`config.mk`:
```
export PLATFORM = sky130hd
export DESIGN_NAME = prefetch_request_limits
export DESIGN_NICKNAME = d
export VERILOG_FILES = /design/src/rtl/prefetch_limits_pkg.sv /design/src/rtl/prefetch_policy_decode.sv /design/src/rtl/prefetch_request_limits.sv
export SDC_FILE = /design/constraint.sdc
export NUM_CORES = 1
export LEC_CHECK = 0
export BUFFER_PORTS_ARGS = -buffer_cell sky130_fd_sc_hd__buf_4
export CORE_AREA = 4 4 56 108
export DETAILED_ROUTE_END_ITERATION = 10
export DIE_AREA = 0 0 60 112
export PLACE_DENSITY = 0.87
export SLEW_MARGIN = 20
export SYNTH_ARGS = -nofsm -noshare
export SYNTH_HDL_FRONTEND = slang
export SYNTH_SLANG_ARGS = --single-unit
```
`constraint.sdc`:
```
create_clock -name clk -period 2.2 [get_ports clk]
set_input_delay 0.44 -clock clk [delete_from_list [all_inputs] [get_ports clk]]
set_output_delay 0.44 -clock clk [all_outputs]
set_load 0.005 [all_outputs]
```
`src/rtl/prefetch_limits_pkg.sv`:
```
// prefetch_limits_pkg: offsets, field layout, reset values and decode helpers
// for the pre-fetch agent request limits register.
// assumes: included first in compile order; nothing imported by users.
`default_nettype none

package prefetch_limits_pkg;

    // ------------------------------------------------------------------
    // register placement
    // ------------------------------------------------------------------
    localparam logic [7:0] MEM_WINDOW_OFFSET = 8'h50;
    localparam logic [7:0] CFG_SPACE_OFFSET = 8'hE8;

    // ------------------------------------------------------------------
    // field layout
    // ------------------------------------------------------------------
    localparam int COUNT_LSB = 8;
    localparam int COUNT_MSB = 11;
    localparam int POLICY_LSB = 6;
    localparam int POLICY_MSB = 7;
    localparam int LENGTH_LSB = 0;
    localparam int LENGTH_MSB = 3;

    // bits that hold storage; 15:12 and 5:4 are reserved
    localparam logic [15:0] WRITABLE_MASK = 16'h0FCF;

    // ------------------------------------------------------------------
    // values after reset
    // ------------------------------------------------------------------
    localparam logic [15:0] REG_DEFAULT = 16'h0443;
    localparam logic [3:0] COUNT_DEFAULT = 4'h4;
    localparam logic [1:0] POLICY_DEFAULT = 2'h1;
    localparam logic [3:0] LENGTH_DEFAULT = 4'h3;

    // ------------------------------------------------------------------
    // encodings
    // ------------------------------------------------------------------
    typedef enum logic [1:0] {
        CACHE_NONE = 2'b00,
        CACHE_LIGHT = 2'b01,
        CACHE_FULL = 2'b10,
        CACHE_RSVD = 2'b11
    } completion_cache_policy_e;

    localparam logic [3:0] COUNT_DISABLED = 4'h0;
    localparam logic [3:0] COUNT_SINGLE = 4'h1;
    localparam logic [3:0] LENGTH_LAST_CODE = 4'h7;
    localparam logic [13:0] LENGTH_BASE_BYTES = 14'h0040;

    // ------------------------------------------------------------------
    // decode helpers
    // ------------------------------------------------------------------
    // bytes per thread; reserved codes fall back to the smallest length
    function automatic logic [13:0] length_bytes(input logic [3:0] code);
        if (code > LENGTH_LAST_CODE) begin
            return LENGTH_BASE_BYTES;
        end
        return LENGTH_BASE_BYTES << code[2:0];
    endfunction

    // pre-fetch reads allowed after the initial read
    function automatic logic [3:0] extra_reads(input logic [3:0] count);
        if (count > COUNT_SINGLE) begin
            return count - COUNT_SINGLE;
        end
        return 4'h0;
    endfunction

    // the cache policies that allow pre-fetching at all
    function automatic logic policy_prefetches(input logic [1:0] policy);
        return (policy == CACHE_LIGHT) || (policy == CACHE_FULL);
    endfunction

endpackage

`default_nettype wire

```
`src/rtl/prefetch_policy_decode.sv`:
```
// prefetch_policy_decode: turns the stored register fields into the steering
// levels that the pre-fetch agent and the completion buffer follow.
// assumes: rst_sync_n already synchronised; fields arrive from flops.
`default_nettype none

module prefetch_policy_decode (
    input wire logic clk,
    input wire logic rst_sync_n,
    input wire logic [3:0] count_field,
    input wire logic [1:0] policy_field,
    input wire logic [3:0] length_field,
    output logic agent_enable,
    output logic single_buffer,
    output logic prefetch_enable,
    output logic [3:0] prefetch_reads,
    output logic discard_after_any,
    output logic discard_on_master_end,
    output logic keep_on_retry,
    output logic [13:0] read_length_bytes,
    output logic length_reserved
);

    // ------------------------------------------------------------------
    // request count steering
    // ------------------------------------------------------------------
    // zero stops the agent; one holds a thread to one buffer
    always_ff @(posedge clk or negedge rst_sync_n) begin
        if (!rst_sync_n) begin
            agent_enable <= 1'b1;
            single_buffer <= 1'b0;
            prefetch_enable <= 1'b1;
            prefetch_reads <= prefetch_limits_pkg::extra_reads(prefetch_limits_pkg::COUNT_DEFAULT);
        end else begin
            agent_enable <= (count_field != prefetch_limits_pkg::COUNT_DISABLED); // RL2
            single_buffer <= (count_field == prefetch_limits_pkg::COUNT_SINGLE); // RL3
            prefetch_enable <= (count_field > prefetch_limits_pkg::COUNT_SINGLE)
                && prefetch_limits_pkg::policy_prefetches(policy_field); // RL3 RL5
            prefetch_reads <= prefetch_limits_pkg::extra_reads(count_field); // RL4
        end
    end

    // ------------------------------------------------------------------
    // completion cache policy
    // ------------------------------------------------------------------
    // reserved policy behaves like no caching
    always_ff @(posedge clk or negedge rst_sync_n) begin
        if (!rst_sync_n) begin
            discard_after_any <= 1'b0;
            discard_on_master_end <= 1'b1;
            keep_on_retry <= 1'b1;
        end else begin
            discard_after_any <= !prefetch_limits_pkg::policy_prefetches(policy_field); // RL5
            discard_on_master_end <= (policy_field != prefetch_limits_pkg::CACHE_FULL); // RL6 RL7
            keep_on_retry <= prefetch_limits_pkg::policy_prefetches(policy_field); // RL6 RL7
        end
    end

    // ------------------------------------------------------------------
    // read length per thread
    // ------------------------------------------------------------------
    always_ff @(posedge clk or negedge rst_sync_n) begin
        if (!rst_sync_n) begin
            read_length_bytes <= prefetch_limits_pkg::length_bytes(
                prefetch_limits_pkg::LENGTH_DEFAULT);
            length_reserved <= 1'b0;
        end else begin
            read_length_bytes <= prefetch_limits_pkg::length_bytes(length_field); // RL8
            length_reserved <= (length_field > prefetch_limits_pkg::LENGTH_LAST_CODE); // RL8
        end
    end

endmodule

`default_nettype wire

```
`src/rtl/prefetch_request_limits.sv`:
```
// prefetch_request_limits: one 16-bit control register reached through the
// memory window and through configuration space, driving pre-fetch steering.
// assumes: both access ports and the two reset inputs are synchronous to clk.
//
// Contract
// [RL1] reserved bits 15:12 and 5:4 always read back as zero
// [RL2] request count zero switches the pre-fetch agent off entirely
// [RL3] request count one keeps a thread to one buffer, no pre-fetch
// [RL4] counts two to fifteen allow initial read plus count minus one pre-fetches
// [RL5] policy 00 disables pre-fetch and drops leftovers after any data; 11 reserved
// [RL6] policy 01 pre-fetches; drops on master end, keeps on bridge retry
// [RL7] policy 10 pre-fetches; keeps leftovers on master end and on retry
// [RL8] length code selects 64 bytes doubling to 8 Kbytes; codes above seven reserved
// [RL9] count field returns to default on fundamental, global or power-on reset
// [RL10] register reads 0443h after reset
// [RL11] one storage seen at window offset 50h and configuration offset E8h
`default_nettype none

module prefetch_request_limits (
    input wire logic clk,
    input wire logic rst_n,
    input wire logic fundamental_reset_in,
    input wire logic global_reset_in,
    input wire logic [7:0] mem_addr,
    input wire logic mem_wr,
    input wire logic mem_rd,
    input wire logic [1:0] mem_be,
    input wire logic [15:0] mem_wdata,
    output logic [15:0] mem_rdata,
    output logic mem_rvalid,
    input wire logic [7:0] cfg_addr,
    input wire logic cfg_wr,
    input wire logic cfg_rd,
    input wire logic [1:0] cfg_be,
    input wire logic [15:0] cfg_wdata,
    output logic [15:0] cfg_rdata,
    output logic cfg_rvalid,
    output logic agent_enable,
    output logic single_buffer,
    output logic prefetch_enable,
    output logic [3:0] prefetch_reads,
    output logic discard_after_any,
    output logic discard_on_master_end,
    output logic keep_on_retry,
    output logic [13:0] read_length_bytes,
    output logic length_reserved
);

    // ------------------------------------------------------------------
    // reset release
    // ------------------------------------------------------------------
    logic rst_meta_q;
    logic rst_sync_q;
    logic rst_sync_n;

    // assert at once, release two edges later
    always_ff @(posedge clk or negedge rst_n) begin
        if (!rst_n) begin
            rst_meta_q <= 1'b0;
            rst_sync_q <= 1'b0;
        end else begin
            rst_meta_q <= 1'b1;
            rst_sync_q <= rst_meta_q;
        end
    end

    assign rst_sync_n = rst_sync_q;

    // ------------------------------------------------------------------
    // address decode and byte merge
    // ------------------------------------------------------------------
    logic mem_hit;
    logic cfg_hit;
    logic mem_wr_hit;
    logic cfg_wr_hit;
    logic [3:0] count_q;
    logic [3:0] count_d;
    logic [1:0] policy_q;
    logic [1:0] policy_d;
    logic [3:0] length_q;
    logic [3:0] length_d;
    logic [15:0] reg_view;
    logic [15:0] wr_data;
    logic [1:0] wr_be;
    logic field_reset;

    // both paths address the same storage
    assign mem_hit = (mem_addr == prefetch_limits_pkg::MEM_WINDOW_OFFSET); // RL11
    assign cfg_hit = (cfg_addr == prefetch_limits_pkg::CFG_SPACE_OFFSET); // RL11
    assign mem_wr_hit = mem_wr && mem_hit;
    assign cfg_wr_hit = cfg_wr && cfg_hit;
    assign field_reset = fundamental_reset_in || global_reset_in;

    // configuration write wins when both paths write in one cycle
    assign wr_data = cfg_wr_hit ? cfg_wdata : mem_wdata;
    assign wr_be = cfg_wr_hit ? cfg_be : mem_be;

    // reserved bits are never stored, so they read as zero
    assign reg_view = {4'h0, count_q, policy_q, 2'b00, length_q}; // RL1

    // next field values from the chosen write
    always_comb begin
        count_d = count_q;
        policy_d = policy_q;
        length_d = length_q;
        if (mem_wr_hit || cfg_wr_hit) begin
            if (wr_be[1]) begin
                count_d = wr_data[prefetch_limits_pkg::COUNT_MSB
                    :prefetch_limits_pkg::COUNT_LSB];
            end
            if (wr_be[0]) begin
                policy_d = wr_data[prefetch_limits_pkg::POLICY_MSB
                    :prefetch_limits_pkg::POLICY_LSB];
                length_d = wr_data[prefetch_limits_pkg::LENGTH_MSB
                    :prefetch_limits_pkg::LENGTH_LSB];
            end
        end
    end

    // ------------------------------------------------------------------
    // storage
    // ------------------------------------------------------------------
    // count field also falls back on the bridge-level resets
    always_ff @(posedge clk or negedge rst_sync_n) begin
        if (!rst_sync_n) begin
            count_q <= prefetch_limits_pkg::COUNT_DEFAULT; // RL10
        end else if (field_reset) begin
            count_q <= prefetch_limits_pkg::COUNT_DEFAULT; // RL9
        end else begin
            count_q <= count_d; // RL11
        end
    end

    // policy and length fields, power-on reset only
    always_ff @(posedge clk or negedge rst_sync_n) begin
        if (!rst_sync_n) begin
            policy_q <= prefetch_limits_pkg::POLICY_DEFAULT; // RL10
            length_q <= prefetch_limits_pkg::LENGTH_DEFAULT; // RL10
        end else begin
            policy_q <= policy_d; // RL11
            length_q <= length_d; // RL11
        end
    end

    // ------------------------------------------------------------------
    // read answers
    // ------------------------------------------------------------------
    // window read: one cycle later, zero for an unmapped offset
    always_ff @(posedge clk or negedge rst_sync_n) begin
        if (!rst_sync_n) begin
            mem_rdata <= 16'h0000;
            mem_rvalid <= 1'b0;
        end else begin
            mem_rvalid <= mem_rd;
            mem_rdata <= (mem_rd && mem_hit) ? reg_view : 16'h0000; // RL1 RL11
        end
    end

    // configuration read: same timing, same storage
    always_ff @(posedge clk or negedge rst_sync_n) begin
        if (!rst_sync_n) begin
            cfg_rdata <= 16'h0000;
            cfg_rvalid <= 1'b0;
        end else begin
            cfg_rvalid <= cfg_rd;
            cfg_rdata <= (cfg_rd && cfg_hit) ? reg_view : 16'h0000; // RL1 RL11
        end
    end

    // ------------------------------------------------------------------
    // steering decode
    // ------------------------------------------------------------------
    prefetch_policy_decode u_decode (
        .clk(clk),
        .rst_sync_n(rst_sync_n),
        .count_field(count_q),
        .policy_field(policy_q),
        .length_field(length_q),
        .agent_enable(agent_enable),
        .single_buffer(single_buffer),
        .prefetch_enable(prefetch_enable),
        .prefetch_reads(prefetch_reads),
        .discard_after_any(discard_after_any),
        .discard_on_master_end(discard_on_master_end),
        .keep_on_retry(keep_on_retry),
        .read_length_bytes(read_length_bytes),
        .length_reserved(length_reserved)
    );

    // ------------------------------------------------------------------
    // checks
    // ------------------------------------------------------------------
    // reserved bits of any answer stay zero
    property p_rsvd_zero;
        @(posedge clk) disable iff (!rst_sync_n)
        (mem_rvalid || cfg_rvalid) |->
            (mem_rdata[15:12] == 4'h0) && (mem_rdata[5:4] == 2'b00)
            && (cfg_rdata[15:12] == 4'h0) && (cfg_rdata[5:4] == 2'b00);
    endproperty
    a_rsvd_zero: assert property (p_rsvd_zero) else $error("reserved bits read nonzero"); // RL1

    // count zero leaves the agent off on the next cycle
    property p_agent_off;
        @(posedge clk) disable iff (!rst_sync_n)
        (count_q == 4'h0) |=> !agent_enable && !prefetch_enable;
    endproperty
    a_agent_off: assert property (p_agent_off) else $error("agent on with zero count"); // RL2

    // count one: single buffer, no pre-fetch
    property p_single;
        @(posedge clk) disable iff (!rst_sync_n)
        (count_q == 4'h1) |=> single_buffer && agent_enable && !prefetch_enable;
    endproperty
    a_single: assert property (p_single) else $error("count one not single buffer"); // RL3

    // pre-fetch budget is count minus one
    property p_budget;
        @(posedge clk) disable iff (!rst_sync_n)
        (count_q >= 4'h2) |=> (prefetch_reads == $past(count_q) - 4'h1) && !single_buffer;
    endproperty
    a_budget: assert property (p_budget) else $error("pre-fetch budget wrong"); // RL4

    // no caching: pre-fetch off, drop after any data
    property p_no_cache;
        @(posedge clk) disable iff (!rst_sync_n)
        (policy_q == 2'b00) |=> !prefetch_enable && discard_after_any && !keep_on_retry;
    endproperty
    a_no_cache: assert property (p_no_cache) else $error("no caching policy wrong"); // RL5

    // light caching: drop on master end, keep on retry
    property p_light;
        @(posedge clk) disable iff (!rst_sync_n)
        (policy_q == 2'b01) |=> discard_on_master_end && keep_on_retry && !discard_after_any
            && (prefetch_enable == ($past(count_q) >= 4'h2));
    endproperty
    a_light: assert property (p_light) else $error("light caching policy wrong"); // RL6

    // full caching: keep in both cases
    property p_full;
        @(posedge clk) disable iff (!rst_sync_n)
        (policy_q == 2'b10) |=> !discard_on_master_end && keep_on_retry && !discard_after_any;
    endproperty
    a_full: assert property (p_full) else $error("full caching policy wrong"); // RL7

    // length doubles from 64 bytes per code step
    property p_length;
        @(posedge clk) disable iff (!rst_sync_n)
        (length_q <= 4'h7) |=> (read_length_bytes == (14'h0040 << $past(length_q[2:0])))
            && !length_reserved;
    endproperty
    a_length: assert property (p_length) else $error("read length wrong"); // RL8

    // bridge reset puts the count back to four, other fields kept
    property p_count_reset;
        @(posedge clk) disable iff (!rst_sync_n)
        field_reset |=> (count_q == 4'h4) && (policy_q == $past(policy_d))
            && (length_q == $past(length_d));
    endproperty
    a_count_reset: assert property (p_count_reset) else $error("count not restored"); // RL9

    // first cycle out of reset shows the default value
    property p_default;
        @(posedge clk) disable iff (!rst_sync_n)
        !$past(rst_sync_n) |-> (reg_view == 16'h0443);
    endproperty
    a_default: assert property (p_default) else $error("reset value not 0443h"); // RL10

    // full window write is seen by a configuration read right after
    property p_alias;
        @(posedge clk) disable iff (!rst_sync_n)
        (mem_wr_hit && (mem_be == 2'b11) && !cfg_wr && !field_reset) ##1
            (cfg_rd && cfg_hit) |=> (cfg_rdata == ($past(mem_wdata, 2) & 16'h0FCF));
    endproperty
    a_alias: assert property (p_alias) else $error("alias write not visible"); // RL11

    // both ports read the same storage in the same cycle
    property p_same_view;
        @(posedge clk) disable iff (!rst_sync_n)
        (mem_rd && mem_hit && cfg_rd && cfg_hit) |=> (mem_rdata == cfg_rdata) && mem_rvalid;
    endproperty
    a_same_view: assert property (p_same_view) else $error("ports disagree"); // RL11

    // bridge reset shows in the decode two cycles later
    property p_reset_decode;
        @(posedge clk) disable iff (!rst_sync_n)
        field_reset |=> ##1 agent_enable && !single_buffer
            && (prefetch_reads == 4'h3);
    endproperty
    a_reset_decode: assert property (p_reset_decode) else $error("bad reset decode"); // RL9

    // unmapped offsets answer zero
    property p_unmapped;
        @(posedge clk) disable iff (!rst_sync_n)
        (mem_rd && !mem_hit) |=> mem_rvalid
            && (mem_rdata == 16'h0000);
    endproperty
    a_unmapped: assert property (p_unmapped) else $error("unmapped read nonzero"); // RL11

endmodule

`default_nettype wire

```
==> impl_metrics.csv <==
group,metric,value,unit
grt,grt_first_pass_wirelength,7.68,mm
grt,grt_antenna_before_repair,0,
placement,dp.cells,333,
run,max-cap-violations,0,
sta,hold_violations,0,
yosys,synth_ff_type,"dfrtp_1",
sta,rsz0062_at_grt,"false",
power_and_ir_drop,total_leakage_power,0.00167,uW
sta,setup_tns,0,ps
power_and_ir_drop,power.density,618,nW/um^2
grt,grt_max_degree,23,
grt,grt_pass1_vias,1750,
yosys,ys_async_sr_fraction,1.00,
sta,clock_skew,5.10,ps
route,ant_nets,0,
layout,fillers,448,
grt,grt_overflow,0,
cts,tritoncts,"yes",
yosys,synth_largest_area_cell,"dfrtp_1",
placement,dpl_cell_area,2950,sq um
yosys,synth-seq-cells,53,
cts,cts_root_buf,"clkbuf_8",
yosys,yosysSeqAreaShare,0.593,
cts,postCtsHoldBufs,1,
power_and_ir_drop,peakVddDrop,482,uV
yosys,synthCells,187,
floorplan,core_area,5180,sq um
yosys,synth_cell_type_count,38,
sta,final-setup-viol-count,0,
grt,grt_use_total,0.149,
cts,cts_resized,0,
route,viasPerCell,4.88,
route,drt-wirelength-per-cell,13.8,um
layout,final_cells,342,
cts,cts_buffers,5,
floorplan,io_pins,119,
sta,whs,172,ps
layout,fin_area,3080,sq um
run_status,status,"complete, no violations",
placement,port_buffers,88,
placement,dp_hpwl,3.82,mm
layout,multi_input_area,791,sq um
sta,fmax,0.612,GHz
sta,fin_crit,1640,ps
route,routed_wl,4.70,mm
route,drt_iter0_drc,44,
layout,fin_nets,346,
layout,syn2layout_area_growth,36.1,%
critical_path,worstSetupPathType,"in -> reg",
layout,antenna_cells,0,
critical_path,critPathLaunchType,"input port",
yosys,syn_avg_cell_area,12.1,sq um
cts,clk_latency,300,ps
layout,seqCellArea,1340,sq um
critical_path,max_stage_delay,690,ps
floorplan,initial_utilization,0.436,
yosys,synth.cell_area,2260,sq um
hold_path,hold_class,"reg -> async",
placement,gp_congestion,0.806,
critical_path,crit_path_end_kind,"flop",
cts,path_clk_slew,90,ps
yosys,synthTopCellsByArea,"dfrtp_1 46%, dfstp_2 13%, buf_4 6.0%, and3_1 2.8%, nand2b_1 2.5%",
cts,htree_num_levels,2,
cts,clock_path_buffers,2,
route,drc,0,
floorplan,row_count,37,
critical_path,crit_arrival,1880,ps
critical_path,slowest_stage,"or4b_1",
cts,cts_setup_buffers,0,
yosys,synth_edf_count,0,
floorplan,die_area,6720,sq um
sta,slew_viol_final,0,
route,via_count,1670,
layout,utilization,0.594,
route,first_pass_iters,4,
critical_path,crit_path_cell_trace,"buf_4 > or4b_1 > nor4_1 > a41o_2 > mux2i_1",
yosys,yosys_warnings,0,
cts,cts_sinks,53,
floorplan,die_w,60,um
floorplan,die_h,112,um
sta,period_share,0.743,
yosys,synth.top_cell.area_share,0.465,
layout,drive_gt1_frac,0.433,
critical_path,cp_max_fo,7,
critical_path,worstPathRequired,2440,ps
[per-layer routing]
| metal | global-route usage | up-vias | part of all wire |
|---|---|---|---|
| li1 | - | 798 | - |
| met1 | 0.165 | 790 | 0.35 |
| met2 | 0.257 | 77 | 0.54 |
| met3 | 0.0220 | 5 | 0.088 |
| met4 | 0.0843 | 0 | 0.025 |
| met5 | 0 | - | 0 |
[stage by stage]
stage	power, uW	setup WS, ps
after floorplan	1150	483
after global routing	1990	449
final	1900	565
after CTS	1920	554
after detailed placement	1250	226
after global placement	1240	257
[final timing paths]
check	start	end	slack [ps]	cells after the start
max	cfg_addr[1]	count_q[2]	560	5
min	rst_sync_n	mem_rdata[11]	170	0
min reg2reg	rst_sync_n	mem_rdata[11]	170	0
max reg2reg	count_q[2]	u_decode.prefetch_reads[3]	940	4
max in group asynchronous	rst_sync_n	u_decode.discard_on_master_end	1380	1
min in group clk	cfg_rd	cfg_rvalid	250	1
[cells by family (layout without fill, tap and decap cells)]
group	count (synthesis)	in the layout	synth area share
DFF	53	53	0.593
adders and majority gates	3	3	0.0166
muxes	5	5	0.0221
AOI/OAI and AO/OA	21	21	0.0786
and+or+nand+nor	69	69	0.197
buffers and inverters	33	113	0.0858
xor gates and xnor gates	1	1	0.00387
other	2	19	0.00332
[registers in the layout (all words and copies together), names as in the netlist]
name,cells
cfg_rvalid,1
u_decode.agent_enable,1
u_decode.prefetch_reads,4
policy_q,2
u_decode.single_buffer,1
count_q,4
cfg_rdata,10
u_decode.discard_on_master_end,1
u_decode.prefetch_enable,1
u_decode.keep_on_retry,1
u_decode.read_length_bytes,8
length_q,4
rst_sync_n,1
u_decode.discard_after_any,1
rst_meta_q,1
mem_rdata,10
mem_rvalid,1
u_decode.length_reserved,1
[Yosys cell counts (3+ instances only)]
master / number
a211o_1: 4
a211oi_1: 7
and2_1: 8
and3_1: 10
buf_4: 18
clkbuf_1: 3
dfrtp_1: 42
dfstp_2: 11
ha_1: 3
inv_1: 10
mux2i_1: 5
nand2_1: 6
nand2b_1: 9
nor2_1: 10
nor3_1: 8
nor4_1: 4
o211a_1: 4
[power by group]
part | internal [uW] | switching, uW
clock network | 370 | 300
registers | 1010 | 29.0
logic | 112 | 76.6
total | 1500 | 406
[cell type report]
| class | count | share of cell area |
|---|---|---|
| Clock buffer | 6 | 0.0268 |
| Clock inverter | 2 | 0.0122 |
| Inverter | 10 | 0.0122 |
| Multi-Input combinational cell | 118 | 0.257 |
| Sequential cell | 53 | 0.436 |
| Tap cell | 58 | 0.0236 |
| Timing Repair Buffer | 95 | 0.233 |
[placed cells by master (no fill, tap or decap), types with 8 or more instances in the layout]
cell type | Yosys | routed
buf_4 | 18 | 94
dfrtp_1 | 42 | 41
conb_1 | 2 | 19
dfstp_2 | 11 | 11
inv_1 | 10 | 10
nor2_1 | 10 | 10
and3_1 | 10 | 10
nand2b_1 | 9 | 9
and2_1 | 8 | 8
nor3_1 | 8 | 8
[critical path: cells and delay by family]
kind | cells | cell delay [ps]
simple gates | 2 | 930
compound gates | 1 | 200
mux | 1 | 190
buf+inv | 1 | 120
(Power assumes the default switching activity.)
